**config.mk**
```make
export PLATFORM = sky130hd
export DESIGN_NAME = tsi_irq_flags
export DESIGN_NICKNAME = d
export VERILOG_FILES = /design/src/logic/tsi_flag_cell.v /design/src/logic/tsi_irq_flags.v
export VERILOG_INCLUDE_DIRS = /design/src /design/src/logic
export SDC_FILE = /design/constraint.sdc
export NUM_CORES = 1
export LEC_CHECK = 0
export BUFFER_PORTS_ARGS = -buffer_cell sky130_fd_sc_hd__buf_2
export CAP_MARGIN = 5
export CORE_UTILIZATION = 49
export CTS_BUF_LIST = sky130_fd_sc_hd__clkbuf_2
export CTS_CLUSTER_DIAMETER = 80
export DETAILED_ROUTE_END_ITERATION = 8
export PLACE_DENSITY = 0.95
export SLEW_MARGIN = 0
export SYNTH_ARGS = -nofsm -noshare
export SYNTH_HDL_FRONTEND = slang
export SYNTH_HIERARCHICAL = 1
export SYNTH_SLANG_ARGS = --single-unit
```
**constraint.sdc**
```tcl
create_clock -name clk -period 4.2 [get_ports clk]
set_input_delay 0.84 -clock clk [delete_from_list [all_inputs] [get_ports clk]]
set_output_delay 0.84 -clock clk [all_outputs]
set_load 0.05 [all_outputs]
```
**src/logic/tsi_consts.vh**
```
/*
 * Constants for the transmit serializer interrupt flag block: register
 * offsets, flag bit positions and reset values.
 * Assumes inclusion by bare name from the design files of this block.
 */
`ifndef TSI_CONSTS_VH
`define TSI_CONSTS_VH

// Register offsets on the internal register port
`define TSI_ADDR_ENABLES    8'h0D
`define TSI_ADDR_FLAGS      8'h0E
`define TSI_ADDR_TX_DATA    8'h0F

// Flag and enable bit positions
`define TSI_BIT_UNDERFLOW   3
`define TSI_BIT_OVERFLOW    2
`define TSI_BIT_DONE        1
`define TSI_BIT_EMPTY       0

// Reset values
`define TSI_RST_FLAGS       4'h0
`define TSI_RST_ENABLES     4'h0
`define TSI_RST_RDATA       8'h00

// Reserved upper bits of the flag and enable registers
`define TSI_RSVD_BITS       4'h0

`endif

```
**src/logic/tsi_flag_cell.v**
```verilog
/*
 * One sticky interrupt flag: set by a hardware event, cleared by a
 * software clear strobe or by leaving transmit mode.
 * Assumes set, clear and mode come from logic on the same clock.
 */
`timescale 1ns/1ps

module tsi_flag_cell (
    input  wire clk,
    input  wire rstn,
    input  wire set_evt,
    input  wire clr_evt,
    input  wire tx_mode,
    output reg  flag
);

    // Set wins over a clear in the same cycle; outside transmit mode held at zero
    always @(posedge clk) begin
        if (!rstn) begin
            flag <= 1'b0;
        end else if (!tx_mode) begin
            flag <= 1'b0;
        end else if (set_evt) begin
            flag <= 1'b1;
        end else if (clr_evt) begin
            flag <= 1'b0;
        end
    end

endmodule // tsi_flag_cell

```
**src/logic/tsi_irq_flags.v**
```verilog
/*
 * Interrupt flags and enables of the transmit serializer: underflow,
 * overflow, done and empty, a read-only status register, an enable
 * register and a registered interrupt request.
 * Assumes a register port already decoded from the serial interface,
 * with one-cycle read and write strobes, and serializer event pulses
 * on the same clock. Transmit and receive enables come from the
 * control register held elsewhere.
 *
 * Behaviour in brief:
 *  - Underflow, overflow and done are sticky. A read of the status
 *    offset clears them, but an event in the same cycle wins.
 *  - Empty is a live level taken from the holding register occupancy,
 *    so reading the status never clears it. A data write does.
 *  - Leaving transmit mode clears every flag, the occupancy and the
 *    started marker, so the status reads zero from the second cycle outside transmit mode.
 *  - The enables only gate the request. Polling works with all of
 *    them cleared.
 *  - Request and read data leave straight from flip-flops, so the
 *    request lags the flag by one clock.
 */
`timescale 1ns/1ps
`include "tsi_consts.vh"

module tsi_irq_flags (
    input  wire       clk,
    input  wire       rstn,
    input  wire [7:0] reg_addr,
    input  wire [7:0] reg_wdata,
    input  wire       reg_wr,
    input  wire       reg_rd,
    output reg  [7:0] reg_rdata,
    input  wire       tx_enable,
    input  wire       rx_enable,
    input  wire       shifter_load,
    input  wire       bit_request,
    input  wire       bit_sent,
    input  wire       byte_done,
    output reg        irq
);

    reg  [3:0] enables;
    reg        data_held;
    reg        tx_started;
    wire       tx_mode;
    wire       wr_data;
    wire       wr_enables;
    wire       rd_flags;
    wire       set_underflow;
    wire       set_overflow;
    wire       set_done;
    wire       flag_underflow;
    wire       flag_overflow;
    wire       flag_done;
    wire       empty_flag;
    wire [3:0] flags;
    wire [7:0] status_byte;
    reg  [7:0] next_rdata;
    reg  [3:0] next_enables;
    reg        next_data_held;
    reg        next_tx_started;
    reg        next_irq;
    wire [3:0] pending;

    // Transmit mode: transmitter on and receiver off
    assign tx_mode    = tx_enable & ~rx_enable;

    // Register port decode
    assign wr_data    = reg_wr & (reg_addr == `TSI_ADDR_TX_DATA);
    assign wr_enables = reg_wr & (reg_addr == `TSI_ADDR_ENABLES);
    assign rd_flags   = reg_rd & (reg_addr == `TSI_ADDR_FLAGS);

    // Next enable value: only a write to the enable offset changes it. Writes to
    // the status offset decode to nothing here, so the flags stay untouched
    always @* begin
        next_enables = enables;
        if (wr_enables) begin
            next_enables = reg_wdata[3:0];
        end
    end

    // Enable register; upper data bits are dropped and read back as zero
    always @(posedge clk) begin
        if (!rstn) begin
            enables <= `TSI_RST_ENABLES;
        end else begin
            enables <= next_enables;
        end
    end

    // Next occupancy of the holding register. A write fills it and a shifter load
    // frees it. When both fall in one cycle the new byte is the one left waiting,
    // so the write wins. Leaving transmit mode drops whatever was waiting.
    always @* begin
        next_data_held = data_held;
        if (!tx_mode) begin
            next_data_held = 1'b0;
        end else if (wr_data) begin
            next_data_held = 1'b1;
        end else if (shifter_load) begin
            next_data_held = 1'b0;
        end
    end

    // Holding register occupancy flip-flop
    always @(posedge clk) begin
        if (!rstn) begin
            data_held <= 1'b0;
        end else begin
            data_held <= next_data_held;
        end
    end

    // Transmission has begun once the first bit has gone out. Underflow and done
    // are both held back until then, so an idle serializer that keeps asking for
    // bits before anything was sent raises nothing.
    always @* begin
        next_tx_started = tx_started;
        if (!tx_mode) begin
            next_tx_started = 1'b0;
        end else if (bit_sent) begin
            next_tx_started = 1'b1;
        end
    end

    // Started marker flip-flop
    always @(posedge clk) begin
        if (!rstn) begin
            tx_started <= 1'b0;
        end else begin
            tx_started <= next_tx_started;
        end
    end

    // Event conditions. A shifter load in the same cycle as a data write frees the
    // holding register first, so that write is no overflow. Done waits for the
    // holding register to be empty and for no byte to arrive in the same cycle.
    assign set_underflow = bit_request & ~data_held & tx_started;
    assign set_overflow  = wr_data & data_held & ~shifter_load;
    assign set_done      = byte_done & ~data_held & ~wr_data
                           & (tx_started | bit_sent);

    // Sticky flags, cleared by a read of the status register. Each cell lets its
    // set event win over a read in the same cycle, so no event is lost to a poll.
    tsi_flag_cell u_underflow (
        .clk     (clk),
        .rstn    (rstn),
        .set_evt (set_underflow),
        .clr_evt (rd_flags),
        .tx_mode (tx_mode),
        .flag    (flag_underflow)
    );

    tsi_flag_cell u_overflow (
        .clk     (clk),
        .rstn    (rstn),
        .set_evt (set_overflow),
        .clr_evt (rd_flags),
        .tx_mode (tx_mode),
        .flag    (flag_overflow)
    );

    tsi_flag_cell u_done (
        .clk     (clk),
        .rstn    (rstn),
        .set_evt (set_done),
        .clr_evt (rd_flags),
        .tx_mode (tx_mode),
        .flag    (flag_done)
    );

    // Empty follows occupancy; a data write fills it and so clears the flag
    assign empty_flag = tx_mode & ~data_held;

    // Flags are reported whatever the enables hold. Each sits at its fixed bit
    // position, so the enables line up with the same positions
    assign flags[`TSI_BIT_UNDERFLOW] = flag_underflow;
    assign flags[`TSI_BIT_OVERFLOW]  = flag_overflow;
    assign flags[`TSI_BIT_DONE]      = flag_done;
    assign flags[`TSI_BIT_EMPTY]     = empty_flag;
    assign status_byte = {`TSI_RSVD_BITS, flags};

    // Read data mux; unmapped offsets read zero
    always @* begin
        next_rdata = `TSI_RST_RDATA;
        case (reg_addr)
            `TSI_ADDR_FLAGS:   next_rdata = status_byte;
            `TSI_ADDR_ENABLES: next_rdata = {`TSI_RSVD_BITS, enables};
            default:           next_rdata = `TSI_RST_RDATA;
        endcase
    end

    // Read data registered on the read strobe and held until the next one
    always @(posedge clk) begin
        if (!rstn) begin
            reg_rdata <= `TSI_RST_RDATA;
        end else if (reg_rd) begin
            reg_rdata <= next_rdata;
        end
    end

    // Pending conditions: a flag counts only where its enable bit is set
    assign pending = flags & enables;

    // Next request level; a cleared enable blocks its flag but not the status bit
    always @* begin
        next_irq = |pending;
    end

    // Request flip-flop. The request lags the flag by one clock, so a read that
    // clears the last flag drops the request one clock after the read edge
    always @(posedge clk) begin
        if (!rstn) begin
            irq <= 1'b0;
        end else begin
            irq <= next_irq;
        end
    end

endmodule // tsi_irq_flags

```
Yosys cells after proc, flatten, opt, wreduce, memory -nomap -nowiden
Cells that the tools add are included.
W data, S select, Z words.
{ "op_classes": {"bitwise": 18, "reduce_logical": 6, "n_eq_ne": 3, "mux": 7} }
{ "ops": {"columns": ["op", "n"], "rows": [
  ["$eq A8 B4 Y1 const B", 3],
  ["$and A1 B1 Y1", 12],
  ["$pmux W4 S2", 1],
  ["$reduce_bool A2 Y1", 4],
  ["$mux W1", 6],
  ["$and A4 B4 Y4", 1],
  ["$not A1 Y1", 4],
  ["$reduce_or A4 Y1", 1],
  ["$reduce_and A2 Y1", 1],
  ["$or A1 B1 Y1", 1]
]} }
{ "word_totals": {"out_inout_bits": 9, "in_bits": 26, "regBits": 18} }

Logic depth before layout (Yosys ltp)
{ "depth": {"depth_word": 6, "mapped_depth": 5, "ltp_nobuf": 5} }

By module
Netlist, hierarchy kept.
{ "by_module_without_submodules": {"columns": ["mod", "area_per_inst_um2", "cells_each", "instances"], "rows": [
  ["tsi_irq_flags", 591.8, 65, 1],
  ["tsi_flag_cell", 36.3, 3, 3]
]} }

Worst setup path before layout
Ideal clock, no wire load.
{ "synth_path": {"kind": "input to register", "from": "input reg_addr[5]", "to": "register u_done.flag", "setup_slack_ps": 1974, "setup_ps": 116, "t_arrival_ps": 2110, "n_path_buf": 0, "cell_stages": 4, "path_cell_list": "or4_4 > or3_4 > nor4bb_1 > o211a_1"} }
{ "synth_between": {"elab_chain_cells": 6, "word_cells_on_any_way": 9, "classes_between": "eq/ne (2); mux (1); bitwise (5); reduce/logical (1)"} }
{ "synth_rtl": {"columns": ["element", "line_no", "text"], "rows": [
  ["from (decl)", "tsi_irq_flags.v:28", "input wire [7:0] reg_addr,"],
  ["$eq A8 B4 Y1 (no source line) (*)", null, null],
  ["$and A1 B1 Y1 (*)", "tsi_irq_flags.v:69", "assign wr_data = reg_wr & (reg_addr == `TSI_ADDR_TX_DATA);"],
  ["$not A1 Y1 (*)", "tsi_irq_flags.v:140", "assign set_done = byte_done & ~data_held & ~wr_data"],
  ["$and A1 B1 Y1 (*)", "tsi_irq_flags.v:140", null],
  ["$and A1 B1 Y1 (*)", "tsi_irq_flags.v:141", "& (tx_started | bit_sent);"],
  ["via set_done", "tsi_irq_flags.v:51", "wire set_done;"],
  ["$mux W1 / $reduce_bool A2 Y1 (equally long branches)", null, null],
  ["to (signal assigned)", "tsi_flag_cell.v:22", "flag <= 1'b0;"],
  ["to (signal assigned)", "tsi_flag_cell.v:24", "flag <= 1'b1;"],
  ["to (signal assigned)", "tsi_flag_cell.v:26", "flag <= 1'b0;"],
  ["to (decl)", "tsi_flag_cell.v:14", "output reg flag"]
]} }
Mark *: on every way through the listed nets, which the timed path passes. The rest lies on a longest branch.
A chain may end at the register's enable or synchronous reset.

Final worst setup path
{ "layout_path": {"from": "input reg_addr[5]", "to": "register u_done.flag"} }
{ "layout_between": {"word_cells_on_any_way": 9, "classes_between": "eq/ne (2); mux (1); bitwise (5); reduce/logical (1)"} }
{ "layout_rtl": {"columns": ["element", "line_no", "text"], "rows": [
  ["$eq A8 B4 Y1", null, null],
  ["$and A1 B1 Y1", "tsi_irq_flags.v:71", "assign rd_flags = reg_rd & (reg_addr == `TSI_ADDR_FLAGS);"],
  ["via rd_flags", "tsi_irq_flags.v:48", "wire rd_flags;"],
  ["$reduce_bool A2 Y1 (no source line)", null, null]
]} }
The timed path passes the listed nets, and every way through them passes these cells.

==> flow_summary.json <==
{
  "status": "finished clean",
  "diodes": 0,
  "synth_common_cells": "dfxtp_1, nand2_1, nor2b_1",
  "cts_inserted_buffers": 3,
  "rsz0062_at_grt": "no",
  "end_kind": "register",
  "seq_area_frac_synth_pct": 40.0,
  "dp.cells": 113,
  "ios": 35,
  "start_util_pct": 53.2,
  "grt_pass1_wl_mm": 2.01,
  "vias": 628,
  "place_ws_ns": 1.81,
  "cp.required_ns": 4.39,
  "antenna_found_initial": 0,
  "p_leak_nw": 0.418,
  "die_y_um": 39.8,
  "fin_crit_sh_pct": 50.9,
  "drc": 0,
  "finalHoldViolCount": 0,
  "wire_per_inst_um": 11.5,
  "ys_top_cells_by_area": "dfxtp_1, nor2b_1, a32o_1",
  "syn-cell-area_um2": 701,
  "wl_mm": 1.35,
  "crit_arrival_ns": 2.32,
  "ir_drop_mv": 0.163,
  "via_per_inst": 5.37,
  "post-cts-setup-buffer-count": 0,
  "setup.worst_path.start_class": "input pin",
  "clk_latency_ns": 0.27,
  "htree_levels": 1,
  "fin_ws_ns": 2.06,
  "maxCapViolCount": 0,
  "ant_nets": 0,
  "clock_skew_ns": 0.00515,
  "fin_nets": 129,
  "die_area_um2": 1590,
  "area_growth_pct": 20.7,
  "cts_tree": "yes",
  "tns_ns": 0,
  "root_buffer": "clkbuf_2",
  "fin_crit_ns": 2.14,
  "syn_area_per_cell_um2": 9.47,
  "grt_usage_pct": 19.8,
  "path_cells": "buf_2 > or4_4 > nor2_1 > and3_1 > nor2b_1 > o211a_1",
  "cts.sinks": 14,
  "async_reset_ff_share_pct": 0,
  "worst-setup-path-type": "in -> reg",
  "synth.top_cell.area_share_pct": 40.0,
  "drt_iter0_drc": 11,
  "ys_ff_latch": 14,
  "hold_class": "reg -> reg",
  "synth-main-ff-cell": "dfxtp_1",
  "num_rows": 13,
  "yosys_warnings": 6,
  "synth-edff-count": 0,
  "ys_types": 24,
  "grt-ovfl-total": 0,
  "final_cells": 117,
  "worst-path-buf-inv": 1,
  "synth.most_common_cell": "dfxtp_1",
  "slowest_delay_ns": 0.55,
  "die_x_um": 39.8,
  "clockBufferDepth": 2,
  "firstDrtPassIters": 4,
  "drive_gt1_share_pct": 32.4,
  "holdBufCountCts": 0,
  "port_buffers": 26,
  "maxSlewViolCount": 0,
  "path_max_fanout": 5,
  "post_cts_resize_count": 0,
  "yosys.area.top_type": "dfxtp_1",
  "power_density_nw_per_um2": 268,
  "place.gp.congestion": 0.835,
  "cp_top_family": "simple AND/OR/NAND/NOR gates",
  "max_freq_mhz": 468,
  "clkTransAtPathRegs_ns": 0.13,
  "synthCells": 74,
  "dpl.hpwl_mm": 1.01,
  "grt_max_degree": 19,
  "grt_pass1_vias": 514,
  "slowest_stage": "or4_4",
  "coreArea_um2": 1320,
  "setup_viol": 0
}
through the flow:
stage               instance area [um^2]  power (mW)  hold slack, ns  utilization [%]
floorplan                            712       0.157           0.447                -
global placement                     827       0.166           0.458             62.8
detailed placement                   827       0.166           0.465             62.8
CTS                                  846       0.231           0.484             64.2
global route                         846       0.239           0.509             64.2
finish                               846       0.226           0.483             64.2
placed cells by master, fill, tap and decap left out, drive strengths merged, types with 2 or more instances in the layout:
cell type  instances
nand3              2
nand2             10
dfxtp             14
clkbuf             3
o211a              3
nor2               4
a22o               3
conb               4
buf               26
and3               2
a32o               5
nor2b             10
mux2i              4
report_power, final:
part / switching, mW / internal (mW) / total (mW)
clock: 0.0419 / 0.0207 / 0.0626
sequential: 0.000362 / 0.133 / 0.134
combinational: 0.0191 / 0.0108 / 0.0300
area by class of cell:
| type | instances | area, um^2 |
|---|---|---|
| clock buffers | 3 | 15.0 |
| fillers | 122 | 472 |
| flip-flops and latches | 14 | 280 |
| well taps | 15 | 18.8 |
| multi-input cells | 57 | 394 |
| clock inverters | 1 | 3.75 |
| inverters | 1 | 3.75 |
| repair buffers | 26 | 130 |
state kept, by name, indices dropped and copies added (netlist names):
| name | count |
|---|---|
| data_held | 1 |
| enables | 4 |
| irq | 1 |
| reg_rdata | 4 |
| tx_started | 1 |
| u_done/flag | 1 |
| u_overflow/flag | 1 |
| u_underflow/flag | 1 |
worst reg2reg max path, stage by stage (launching register included):
cell and delay [ns]:
dfxtp_1 0.38, inv_1 0.08, a32o_1 0.23, a32o_1 0.26
metal layers:
layer,part of all wire [%],vias to the layer above,global-route usage [%]
li1,-,317,-
met1,45,283,20.8
met2,48,24,32.8
met3,5.3,4,5.11
met4,2.1,0,15.5
met5,0,-,0
cell families (layout without fill, tap and decap cells):
logic type	after synthesis	count (layout)	synth area share, %
and+or+nand+nor	35	35	29.5
buffers and inverters	6	31	5.36
DFF	14	14	40.0
AOI/OAI and AO/OA	14	14	18.9
other	1	4	0.535
muxes	4	4	5.71
path summary, 6_finish.rpt:
kind	from	endpoint	slack, ns	depth (start not counted)
min	enables[2]	enables[2]	0.48	2
max reg2reg	data_held	reg_rdata[0]	3.16	3
max	reg_addr[5]	u_done/flag	2.06	6
min reg2reg	enables[2]	enables[2]	0.48	2
No activity file was read; power rests on OpenSTA's default activity.
